### config.mk
export PLATFORM = sky130hd
export DESIGN_NAME = uart_rx_tx_data_port
export DESIGN_NICKNAME = d
export VERILOG_FILES = /design/src/rtl/uart_rx_tx_data_port.v
export VERILOG_INCLUDE_DIRS = /design/src /design/src/pkg
export SDC_FILE = /design/constraint.sdc
export NUM_CORES = 1
export LEC_CHECK = 0
export BUFFER_PORTS_ARGS = -buffer_cell sky130_fd_sc_hd__clkbuf_2
export CAP_MARGIN = 15
export CORE_UTILIZATION = 30
export DETAILED_ROUTE_END_ITERATION = 8
export PLACE_DENSITY_LB_ADDON = 0.05
export SLEW_MARGIN = 20
export SYNTH_ARGS = -nofsm -noshare
export SYNTH_HDL_FRONTEND = slang
export SYNTH_SLANG_ARGS = --single-unit
### constraint.sdc
create_clock -name i_ref_clk -period 4.15 [get_ports i_ref_clk]
set_input_delay 0.2075 -clock i_ref_clk [delete_from_list [all_inputs] [get_ports i_ref_clk]]
set_output_delay 0.2075 -clock i_ref_clk [all_outputs]
set_load 0.01 [all_outputs]
### src/pkg/uart_data_port_defs.vh
// Constants for the serial data port: addresses, fields, reset values, timing
`ifndef UART_DATA_PORT_DEFS_VH
`define UART_DATA_PORT_DEFS_VH
`define ADDR_DATA          32'h50001000
`define ADDR_DIV_HIGH      32'h50001004
`define ADDR_FIFO_CTRL     32'h50001008
`define ADDR_LINE_CTRL     32'h5000100C
`define ADDR_LINE_STATUS   32'h50001014
`define ADDR_IRQ_STATUS    32'h50001020
`define ADDR_IRQ_ENABLE    32'h50001024
`define ADDR_IRQ_CLEAR     32'h50001028
`define LCR_DIV_ACCESS_BIT 7
`define FCR_FIFO_EN_BIT    0
`define LSR_DATA_READY_BIT 0
`define LSR_OVERRUN_BIT    1
`define LSR_THR_EMPTY_BIT  5
`define LSR_TX_IDLE_BIT    6
`define IRQ_RX_BIT         0
`define IRQ_OVERRUN_BIT    1
`define IRQ_TX_EMPTY_BIT   2
`define FIFO_DEPTH         16
`define OVERSAMPLE         16
`define DIV_RESET          16'h0000
`define DATA_RESET         8'h00
`endif

### src/rtl/uart_rx_tx_data_port.v
// Serial transceiver data port with rx/tx holding buffers, FIFOs and baud divisor
//
// Our own choice: the plain strobed port.
`timescale 1ns/1ps
`default_nettype none
`include "uart_data_port_defs.vh"
module uart_rx_tx_data_port (
    input  wire        i_ref_clk,
    input  wire        i_sys_rst,
    input  wire [31:0] i_addr,
    input  wire [15:0] i_wdata,
    input  wire        i_wr,
    input  wire        i_rd,
    input  wire        i_rx_line,
    output reg  [15:0] o_rdata,
    output reg         o_tx_line,
    output reg         o_irq
);
    ////////////////////////////////////////////////////////////////////////////
    localparam TX_IDLE  = 2'd0;
    localparam TX_START = 2'd1;
    localparam TX_DATA  = 2'd2;
    localparam TX_STOP  = 2'd3;
    localparam [31:0] DEPTH_FULL = `FIFO_DEPTH;

    function is_addr;
        input [31:0] a;
        input [31:0] b;
        begin
            is_addr = (a == b);
        end
    endfunction

    reg  [7:0]  div_low_reg;
    reg  [7:0]  div_high_reg;
    reg         fifo_en_reg;
    reg  [7:0]  line_ctrl_reg;
    reg  [2:0]  irq_stat_reg;
    reg  [2:0]  irq_en_reg;
    reg         overrun_reg;
    reg  [7:0]  rx_mem [0:`FIFO_DEPTH-1];
    reg  [7:0]  tx_mem [0:`FIFO_DEPTH-1];
    reg  [3:0]  rx_rd_reg;
    reg  [3:0]  rx_wr_reg;
    reg  [4:0]  rx_cnt_reg;
    reg  [3:0]  tx_rd_reg;
    reg  [3:0]  tx_wr_reg;
    reg  [4:0]  tx_cnt_reg;
    reg         rx_s1_reg;
    reg         rx_s2_reg;
    reg  [15:0] baud_cnt_reg;
    reg         tick_reg;
    reg  [1:0]  tx_state_reg;
    reg  [3:0]  tx_os_reg;
    reg  [2:0]  tx_bit_reg;
    reg  [7:0]  tx_shift_reg;
    reg  [1:0]  rx_state_reg;
    reg  [3:0]  rx_os_reg;
    reg  [2:0]  rx_bit_reg;
    reg  [7:0]  rx_shift_reg;
    reg         rx_done_reg;

    wire [15:0] divisor   = {div_high_reg, div_low_reg};
    wire        div_acc   = line_ctrl_reg[`LCR_DIV_ACCESS_BIT];
    wire        data_sel  = is_addr(i_addr, `ADDR_DATA);
    wire [4:0]  tx_cap    = fifo_en_reg ? DEPTH_FULL[4:0] : 5'd1;
    wire        tx_full   = (tx_cnt_reg >= tx_cap);
    wire        thr_empty = (tx_cnt_reg == 5'd0);
    wire        data_rdy  = (rx_cnt_reg != 5'd0);
    wire        rx_full   = fifo_en_reg ? (rx_cnt_reg == DEPTH_FULL[4:0]) : data_rdy;
    wire        rx_pop    = i_rd && data_sel && !div_acc && data_rdy;
    wire        tx_wr     = i_wr && data_sel && !div_acc;
    wire        tx_load   = (tx_state_reg == TX_IDLE) && tick_reg && !thr_empty;
    // Single-buffer mode overwrites the held byte in place
    wire        tx_repl   = tx_wr && !fifo_en_reg && !thr_empty && !tx_load;
    // A write meeting the outgoing load refills the slot instead of vanishing
    wire        tx_push   = tx_wr &&
                            (!tx_full || (!fifo_en_reg && tx_load));
    wire        rx_push   = rx_done_reg && !(fifo_en_reg && rx_full && !rx_pop);
    wire        rx_ovr    = rx_done_reg && rx_full && !rx_pop;
    wire        rx_over   = rx_push && !fifo_en_reg && rx_full && !rx_pop;

    ////////////////////////////////////////////////////////////////////////////
    // Baud tick at 16x; zero divisor holds everything still
    always @(posedge i_ref_clk) begin
        if (i_sys_rst || divisor == 16'h0000) begin
            baud_cnt_reg <= 16'h0000;
            tick_reg     <= 1'b0;
        end else if (baud_cnt_reg >= divisor - 16'h0001) begin
            baud_cnt_reg <= 16'h0000;
            tick_reg     <= 1'b1;
        end else begin
            baud_cnt_reg <= baud_cnt_reg + 16'h0001;
            tick_reg     <= 1'b0;
        end
    end

    always @(posedge i_ref_clk) begin
        rx_s1_reg <= i_rx_line;
        rx_s2_reg <= rx_s1_reg;
    end

    ////////////////////////////////////////////////////////////////////////////
    // Register writes; upper data byte is simply not looked at
    always @(posedge i_ref_clk) begin
        if (i_sys_rst) begin
            div_low_reg   <= 8'h00;
            div_high_reg  <= 8'h00;
            fifo_en_reg   <= 1'b0;
            line_ctrl_reg <= 8'h00;
            irq_en_reg    <= 3'h0;
        end else if (i_wr) begin
            if (data_sel && div_acc) begin
                div_low_reg <= i_wdata[7:0];
            end else if (is_addr(i_addr, `ADDR_DIV_HIGH) && div_acc) begin
                div_high_reg <= i_wdata[7:0];
            end else if (is_addr(i_addr, `ADDR_FIFO_CTRL)) begin
                fifo_en_reg <= i_wdata[`FCR_FIFO_EN_BIT];
            end else if (is_addr(i_addr, `ADDR_LINE_CTRL)) begin
                line_ctrl_reg <= i_wdata[7:0];
            end else if (is_addr(i_addr, `ADDR_IRQ_ENABLE)) begin
                irq_en_reg <= i_wdata[2:0];
            end
        end
    end

    ////////////////////////////////////////////////////////////////////////////
    // Transmit storage; depth 1 when FIFOs are off
    always @(posedge i_ref_clk) begin
        if (i_sys_rst || (i_wr && is_addr(i_addr, `ADDR_FIFO_CTRL))) begin
            tx_rd_reg  <= 4'h0;
            tx_wr_reg  <= 4'h0;
            tx_cnt_reg <= 5'h00;
        end else begin
            if (tx_repl) begin
                tx_mem[tx_rd_reg] <= i_wdata[7:0];
            end else if (tx_push) begin
                tx_mem[tx_wr_reg] <= i_wdata[7:0];
                tx_wr_reg <= tx_wr_reg + 4'h1;
            end
            if (tx_load) begin
                tx_rd_reg <= tx_rd_reg + 4'h1;
            end
            tx_cnt_reg <= tx_cnt_reg + {4'h0, tx_push && !tx_repl} - {4'h0, tx_load};
        end
    end

    always @(posedge i_ref_clk) begin
        if (i_sys_rst) begin
            tx_state_reg <= TX_IDLE;
            tx_os_reg    <= 4'h0;
            tx_bit_reg   <= 3'h0;
            tx_shift_reg <= `DATA_RESET;
            o_tx_line    <= 1'b1;
        end else if (tick_reg) begin
            case (tx_state_reg)
                TX_IDLE: begin
                    if (!thr_empty) begin
                        tx_shift_reg <= tx_mem[tx_rd_reg];
                        tx_state_reg <= TX_START;
                        tx_os_reg    <= 4'h0;
                        o_tx_line    <= 1'b0;
                    end
                end
                TX_START: begin
                    tx_os_reg <= tx_os_reg + 4'h1;
                    if (tx_os_reg == 4'hF) begin
                        tx_state_reg <= TX_DATA;
                        tx_bit_reg   <= 3'h0;
                        o_tx_line    <= tx_shift_reg[0];
                    end
                end
                TX_DATA: begin
                    tx_os_reg <= tx_os_reg + 4'h1;
                    if (tx_os_reg == 4'hF) begin
                        tx_shift_reg <= {1'b0, tx_shift_reg[7:1]};
                        tx_bit_reg   <= tx_bit_reg + 3'h1;
                        if (tx_bit_reg == 3'h7) begin
                            tx_state_reg <= TX_STOP;
                            o_tx_line    <= 1'b1;
                        end else begin
                            o_tx_line <= tx_shift_reg[1];
                        end
                    end
                end
                default: begin
                    tx_os_reg <= tx_os_reg + 4'h1;
                    if (tx_os_reg == 4'hF) begin
                        tx_state_reg <= TX_IDLE;
                    end
                end
            endcase
        end
    end

    ////////////////////////////////////////////////////////////////////////////
    // Receiver samples mid-bit at 16x oversampling; no framing check
    always @(posedge i_ref_clk) begin
        if (i_sys_rst) begin
            rx_state_reg <= TX_IDLE;
            rx_os_reg    <= 4'h0;
            rx_bit_reg   <= 3'h0;
            rx_shift_reg <= `DATA_RESET;
            rx_done_reg  <= 1'b0;
        end else begin
            rx_done_reg <= 1'b0;
            if (tick_reg) begin
                case (rx_state_reg)
                    TX_IDLE: begin
                        rx_os_reg <= 4'h0;
                        if (!rx_s2_reg) begin
                            rx_state_reg <= TX_START;
                        end
                    end
                    TX_START: begin
                        rx_os_reg <= rx_os_reg + 4'h1;
                        if (rx_os_reg == 4'h7) begin
                            rx_os_reg    <= 4'h0;
                            rx_bit_reg   <= 3'h0;
                            rx_state_reg <= rx_s2_reg ? TX_IDLE : TX_DATA;
                        end
                    end
                    TX_DATA: begin
                        rx_os_reg <= rx_os_reg + 4'h1;
                        if (rx_os_reg == 4'hF) begin
                            rx_shift_reg <= {rx_s2_reg, rx_shift_reg[7:1]};
                            rx_bit_reg   <= rx_bit_reg + 3'h1;
                            if (rx_bit_reg == 3'h7) begin
                                rx_state_reg <= TX_STOP;
                            end
                        end
                    end
                    default: begin
                        rx_os_reg <= rx_os_reg + 4'h1;
                        if (rx_os_reg == 4'hF) begin
                            rx_state_reg <= TX_IDLE;
                            rx_done_reg  <= 1'b1;
                        end
                    end
                endcase
            end
        end
    end

    // Receive storage; in single mode the slot is rewritten in place
    always @(posedge i_ref_clk) begin
        if (i_sys_rst || (i_wr && is_addr(i_addr, `ADDR_FIFO_CTRL))) begin
            rx_rd_reg  <= 4'h0;
            rx_wr_reg  <= 4'h0;
            rx_cnt_reg <= 5'h00;
        end else begin
            if (rx_over) begin
                rx_mem[rx_rd_reg] <= rx_shift_reg;
            end else if (rx_push) begin
                rx_mem[rx_wr_reg] <= rx_shift_reg;
                rx_wr_reg <= rx_wr_reg + 4'h1;
            end
            if (rx_pop) begin
                rx_rd_reg <= rx_rd_reg + 4'h1;
            end
            rx_cnt_reg <= rx_cnt_reg + {4'h0, rx_push && !rx_over} - {4'h0, rx_pop};
        end
    end

    ////////////////////////////////////////////////////////////////////////////
    // Sticky overrun and interrupt status; set wins over clear
    always @(posedge i_ref_clk) begin
        if (i_sys_rst) begin
            overrun_reg  <= 1'b0;
            irq_stat_reg <= 3'h0;
            o_irq        <= 1'b0;
        end else begin
            if (rx_ovr) begin
                overrun_reg <= 1'b1;
            end else if (i_rd && is_addr(i_addr, `ADDR_LINE_STATUS)) begin
                overrun_reg <= 1'b0;
            end
            irq_stat_reg <= (irq_stat_reg &
                             ~((i_wr && is_addr(i_addr, `ADDR_IRQ_CLEAR)) ? i_wdata[2:0] : 3'h0))
                            | {tx_load && tx_cnt_reg == 5'd1, rx_ovr, rx_done_reg};
            o_irq <= |(irq_stat_reg & irq_en_reg);
        end
    end

    ////////////////////////////////////////////////////////////////////////////
    // Read data one cycle after the strobe; upper byte zero
    always @(posedge i_ref_clk) begin
        if (i_sys_rst) begin
            o_rdata <= 16'h0000;
        end else if (i_rd) begin
            if (data_sel) begin
                // Empty buffer reads zero, same as after reset
                o_rdata <= {8'h00, div_acc ? div_low_reg :
                            (data_rdy ? rx_mem[rx_rd_reg] : 8'h00)};
            end else if (is_addr(i_addr, `ADDR_DIV_HIGH)) begin
                o_rdata <= {8'h00, div_acc ? div_high_reg : 8'h00};
            end else if (is_addr(i_addr, `ADDR_FIFO_CTRL)) begin
                o_rdata <= {15'h0000, fifo_en_reg};
            end else if (is_addr(i_addr, `ADDR_LINE_CTRL)) begin
                o_rdata <= {8'h00, line_ctrl_reg};
            end else if (is_addr(i_addr, `ADDR_LINE_STATUS)) begin
                o_rdata <= {9'h000, thr_empty && tx_state_reg == TX_IDLE, thr_empty,
                            3'h0, overrun_reg, data_rdy};
            end else if (is_addr(i_addr, `ADDR_IRQ_STATUS)) begin
                o_rdata <= {13'h0000, irq_stat_reg};
            end else if (is_addr(i_addr, `ADDR_IRQ_ENABLE)) begin
                o_rdata <= {13'h0000, irq_en_reg};
            end else begin
                o_rdata <= 16'h0000;
            end
        end else begin
            o_rdata <= 16'h0000;
        end
    end
endmodule // uart_rx_tx_data_port
`default_nettype wire

# After elaboration in Yosys (flattened, before gate mapping)
# Memory sizes are Yosys's and may differ from the RTL's. A register that Yosys moved wholly into a read port is not among the register bits.
# Cells that the tools add are included.
# Widths: inputs -> output; s select.
[totals]
ff_bits = 130
mem_count = 2
ramBits = 256
output_inout_bits = 18
[mem_list]
columns = ["memory", "words", "word_bits", "read_ports", "rd_ports_with_merged_regs", "write_ports", "line_no", "text"]
rows = [
  ["rx_mem", 16, 8, 1, 1, 1, "uart_rx_tx_data_port.v:41", "reg [7:0] rx_mem [0:`FIFO_DEPTH-1];"],
  ["tx_mem", 16, 8, 1, 1, 1, "uart_rx_tx_data_port.v:42", "reg [7:0] tx_mem [0:`FIFO_DEPTH-1];"],
]
[op_classes]
n_eq_ne = 27
bitwise_logic = 12
reduce_logical = 75
n_lt_le_gt_ge = 2
n_mux = 72
addsub = 14
[ops]
columns = ["cell", "count"]
rows = [
  ["$eq 32x31->1 const B", 8],
  ["$mux 8", 11],
  ["$mux 4", 9],
  ["$logic_and 1x1->1", 29],
  ["$mux 1", 25],
  ["$add 4x1->4 const B", 6],
  ["$reduce_or 8->1", 3],
  ["$mux 2", 11],
  ["$mux 3", 7],
  ["$reduce_and 6->1", 3],
  ["$add 16x1->16 const B", 1],
  ["$ge 16x16->1", 1],
  ["$logic_not 16->1", 1],
  ["$ne 2x2->1 const B", 8],
  ["$pmux 8 s2", 1],
  ["$reduce_and 4->1", 4],
  ["$sub 16x1->16 const B", 1],
  ["$pmux 2 s3", 2],
  ["$pmux 3 s2", 2],
  ["$add 5x1->5", 2],
  ["$reduce_and 5->1", 2],
  ["$reduce_bool 2->1", 5],
  ["$sub 5x1->5", 2],
  ["$logic_not 1->1", 9],
  ["other kinds (27)", 49],
]

# Longest topological paths before layout
[depth]
ltp_word = 16
mapped_depth = 17

# Worst setup path after synthesis
# Ideal clock, no wire load.
[synth_path]
kind = "register to register"
startpoint = "register fifo_en_reg"
endpoint = "register tx_cnt_reg[4]"
path_slack_ns = 0.875
path_stages_with_launch = 16
required_time_ns = 4.080
n_path_buf = 1
arrival_time_ns = 3.205
path_cell_list = "dfxtp_1 -> clkbuf_1 -> inv_1 -> ha_1 -> nand3b_1 -> a41oi_1 -> o31ai_4 -> nand3_1 -> ha_1 -> inv_1 -> ha_1 -> fa_1 -> a21oi_1 -> nor2_1 -> or3_1 -> a21oi_1"
[synth_via]
elab_chain_len = 8
[synth_rtl]
columns = ["item", "line_no", "text"]
rows = [
  ["start, declared", "uart_rx_tx_data_port.v:36", "reg fifo_en_reg;"],
  ["start signal, assigned", "uart_rx_tx_data_port.v:118", "fifo_en_reg <= i_wdata[`FCR_FIFO_EN_BIT];"],
  ["$mux 5 / $logic_not 1->1 (equally long branches)", "uart_rx_tx_data_port.v:66, uart_rx_tx_data_port.v:75, uart_rx_tx_data_port.v:78", ""],
  ["$ge 5x5->1 / $logic_and 1x1->1 (equally long branches)", "uart_rx_tx_data_port.v:67, uart_rx_tx_data_port.v:75", ""],
  ["$logic_not 1->1 / $logic_and 1x1->1 (equally long branches)", "uart_rx_tx_data_port.v:78, uart_rx_tx_data_port.v:75", ""],
  ["$logic_or 1x1->1 / $logic_and 1x1->1 (equally long branches)", "uart_rx_tx_data_port.v:78, uart_rx_tx_data_port.v:75", ""],
  ["$logic_and 1x1->1 / $logic_not 1->1 (equally long branches)", "uart_rx_tx_data_port.v:77, uart_rx_tx_data_port.v:144", ""],
  ["$logic_and 1x1->1 *", "uart_rx_tx_data_port.v:144", "tx_cnt_reg <= tx_cnt_reg + {4'h0, tx_push && !tx_repl} - {4'h0, tx_load};"],
  ["$add 5x1->5 *", "uart_rx_tx_data_port.v:144", ""],
  ["$sub 5x1->5 *", "uart_rx_tx_data_port.v:144", ""],
  ["end signal, assigned", "uart_rx_tx_data_port.v:144", ""],
  ["end, declared", "uart_rx_tx_data_port.v:48", "reg [4:0] tx_cnt_reg;"],
]
# Every way passes the cells marked *; elsewhere a longest branch is shown, timed or not.
# A chain may end at the register's enable or synchronous reset.

# Worst setup path in the final report
[layout_path]
startpoint = "register tx_cnt_reg[2]"
endpoint = "register tx_cnt_reg[4]"
[layout_via]
elab_chain_len = 9
[layout_rtl]
columns = ["item", "line_no"]
rows = [
  ["branches (longest 8 deep; another with $ge 5x5->1)", "n/a"],
  ["$sub 5x1->5 *", "uart_rx_tx_data_port.v:144"],
]
# Mark *: on every way between the ends.

==> summary.txt <==
DR vias - 10.55k
IO Pins - 71
DP HPWL - 30,650 microns
Crit end category - flop
# setup viols final - 0
First-pass GRT wire length - 68,210 microns
WP data required - 4660 ps
Initial antenna violation count - 1
Synth Flop Type - edfxtp_1
Clock power frac - 50.6%
Commonest cells after routing, fill and taps aside - edfxtp_1, dfxtp_1, nor2_1
Multi-input gate area - 0.006598 sq mm
Rel. slew slack - 30.82%
Tmin final - 3482 ps
Num CTS Buffers - 47
CTS root buf - clkbuf_16
H-tree Lvls - 2
Post-cts repair resize count - 0
Area after DPL - 0.01857 sq mm
Die Width - 242.0 microns
Clock Latency Late Sink - 590 ps
CTS tree - done
Synth Instances - 1,272
Setup TNS - 0 ps
Most common cell after layout, fill and taps aside - edfxtp_1
Count of flip-flops with a built-in enable after synthesis - 256
Drt pass-1 iters - 7
GR Util All Layers - 15.31%
Register area share after synthesis - 59.56%
Number of nets with antenna violations after routing - 0
Worst Path Arrival - 3990 ps
# DRC - 0
Async set or reset register ratio after synthesis - 0%
Hold crit path type - in2reg
Clock Skew - 33.91 ps
LEAKAGE - 7.077 nW
Max_cap viols - 0
Maximum net fanout on the critical path - 5
Yosys cell types - 74
Max-slew violations - 0
Layout area overhead - 17.26%
Drt wl/cell - 20.37 microns
Die Footprint - 0.05855 sq mm
Filler cells - 5,525
RSZ-0062 raised after global routing - false
Cell Pwr Density - 418.2 mW/mm^2
Starting DRT DRC Count - 746
Routability cong. - 0.7509
CTS max path bufs - 3
Std-Cell Core Area - 0.05660 sq mm
DRT Wirelength - 43,950 microns
Mean post-synth cell area - 13.58 sq um
Vias in the first global route - 10.92k
Setup CP Type - reg2reg
Status - complete, no violations
Startpoint types - flop
Comb power frac - 1.3%
Peak ir drop on the vdd network - 273.4 uV
Sw frac - 20.63%
FF+latch count, synth - 386
Rows - 87
CTS Sinks - 386
Tot Pwr - 8.472 mW
Max Fclk - 287.2 MHz
GR Overflow Total - 0
Pin count of the biggest net entering global routing - 37
Register Area - 0.01029 sq mm
Share of layout cells above drive strength 1 - 20.91%
Crit share post-route - 83.91%
Clk slew on worst S/H paths - 60 ps
IO buf count - 54
Int Pwr - 6.725 mW
Fin area - 0.02026 sq mm
Die height - 242.0 microns
Postcts setup bufs - 0
Initial Util - 30.52%
Hold Vio Cnt, Final - 0
Switch Pwr - 1.747 mW
Nets - 1,471
Vias per inst - 4.890
Hold Buf Count CTS - 3
Warnings, synthesis - 0
Flop pwr share - 48.1%
Worst-margin pin slew - 1028 ps
Mapped cell area - 0.01728 sq mm
==> final timing paths <==
| path | startpoint | endpoint | slack [ps] | cells past startpoint |
|---|---|---|---|---|
| max | tx_cnt_reg[2] | tx_cnt_reg[4] | 670 | 15 |
| min | i_wdata[3] | tx_mem[8][3] | 130 | 1 |
| max reg2reg | tx_cnt_reg[2] | tx_cnt_reg[4] | 670 | 15 |
| min reg2reg | rx_s1_reg | rx_s2_reg | 330 | 0 |
==> layout make-up <==
type / count / share of cell area [%]
Sequential cell: 386 / 50.81
Antenna cell: 1 / 0.01235
Timing Repair Buffer: 100 / 3.199
Tap cell: 756 / 4.669
Inverter: 33 / 0.6115
Clock inverter: 23 / 1.408
Multi-Input combinational cell: 795 / 32.57
Clock buffer: 64 / 6.726
==> through the flow <==
| step | setup WS (ps) | util, % | hold WS (ps) | std cells |
|---|---|---|---|---|
| 6_report | 667.7 | 35.79 | 126.0 | 2158 |
| 5_1_grt | 419.7 | 35.78 | 119.8 | 2157 |
| 4_1_cts | 630.2 | 35.77 | 86.30 | 2157 |
| 3_5_place_dp | 660.0 | 32.81 | 318.0 | 2067 |
| 3_3_place_gp | 669.2 | 32.81 | 315.9 | 2067 |
| 2_1_floorplan | 874.5 | - | 235.2 | 1279 |
==> synth_stat cells, drive strengths merged, types with 5 or more instances <==
| master | number | share of area, % |
|---|---|---|
| nand2 | 64 | 1.4 |
| a22oi | 13 | 0.59 |
| ha | 53 | 3.8 |
| nor4b | 5 | 0.34 |
| a211oi | 16 | 0.70 |
| or2 | 7 | 0.25 |
| xnor2 | 21 | 1.1 |
| nand3 | 43 | 1.3 |
| nor3 | 16 | 0.59 |
| nand2b | 11 | 0.40 |
| nor2b | 25 | 0.91 |
| buf | 28 | 0.97 |
| nand4 | 24 | 0.99 |
| clkbuf | 37 | 0.80 |
| xor2 | 25 | 1.3 |
| mux2i | 55 | 3.2 |
| edfxtp | 256 | 44 |
| nor4 | 17 | 0.90 |
| nand3b | 21 | 0.91 |
| and4 | 5 | 0.25 |
| a21oi | 63 | 2.0 |
| inv | 33 | 0.72 |
| or3 | 5 | 0.18 |
| and3 | 9 | 0.33 |
| o22ai | 14 | 0.51 |
| nor2 | 125 | 2.7 |
| and2 | 10 | 0.36 |
| o21ai | 15 | 0.43 |
| dfxtp | 130 | 15 |
| mux4 | 73 | 9.5 |
==> critical path, stage by stage (launching register included) <==
cell     delay, ps
dfxtp_1        340
inv_1           90
ha_1           240
nor4b_4        150
buf_4          180
or3_1          400
o31ai_4        110
nand3_1        220
ha_1           330
inv_1           40
ha_1           190
fa_1           410
a21oi_1        160
nor2_1          70
or3_1          340
a21oi_1        140
==> kinds of logic after synthesis <==
kind of cell / share of synthesized area, %
compound gates: 6.105
xor+xnor: 2.332
fa+ha+maj: 4.070
buf+inv: 2.491
flops: 59.56
mux: 12.83
other cells: 0.02171
simple gates: 12.59
==> power by group through the flow <==
stage                     logic (mW)  registers [mW]  clock network, mW
after detailed placement       0.111            4.15                  0
after global routing           0.123            4.07               4.58
final                          0.112            4.07               4.29
after floorplan               0.0474            4.15                  0
after CTS                      0.114            4.07               4.43
after global placement         0.111            4.15                  0
==> per-layer routing <==
layer	vias to the layer above	GRT usage [%]	share of wire, %
li1	5021	-	-
met1	5299	22.51	51
met2	179	23.26	44
met3	53	2.692	3.5
met4	0	3.760	1.7
met5	-	0	0
Power figures use the tool's default switching activity.
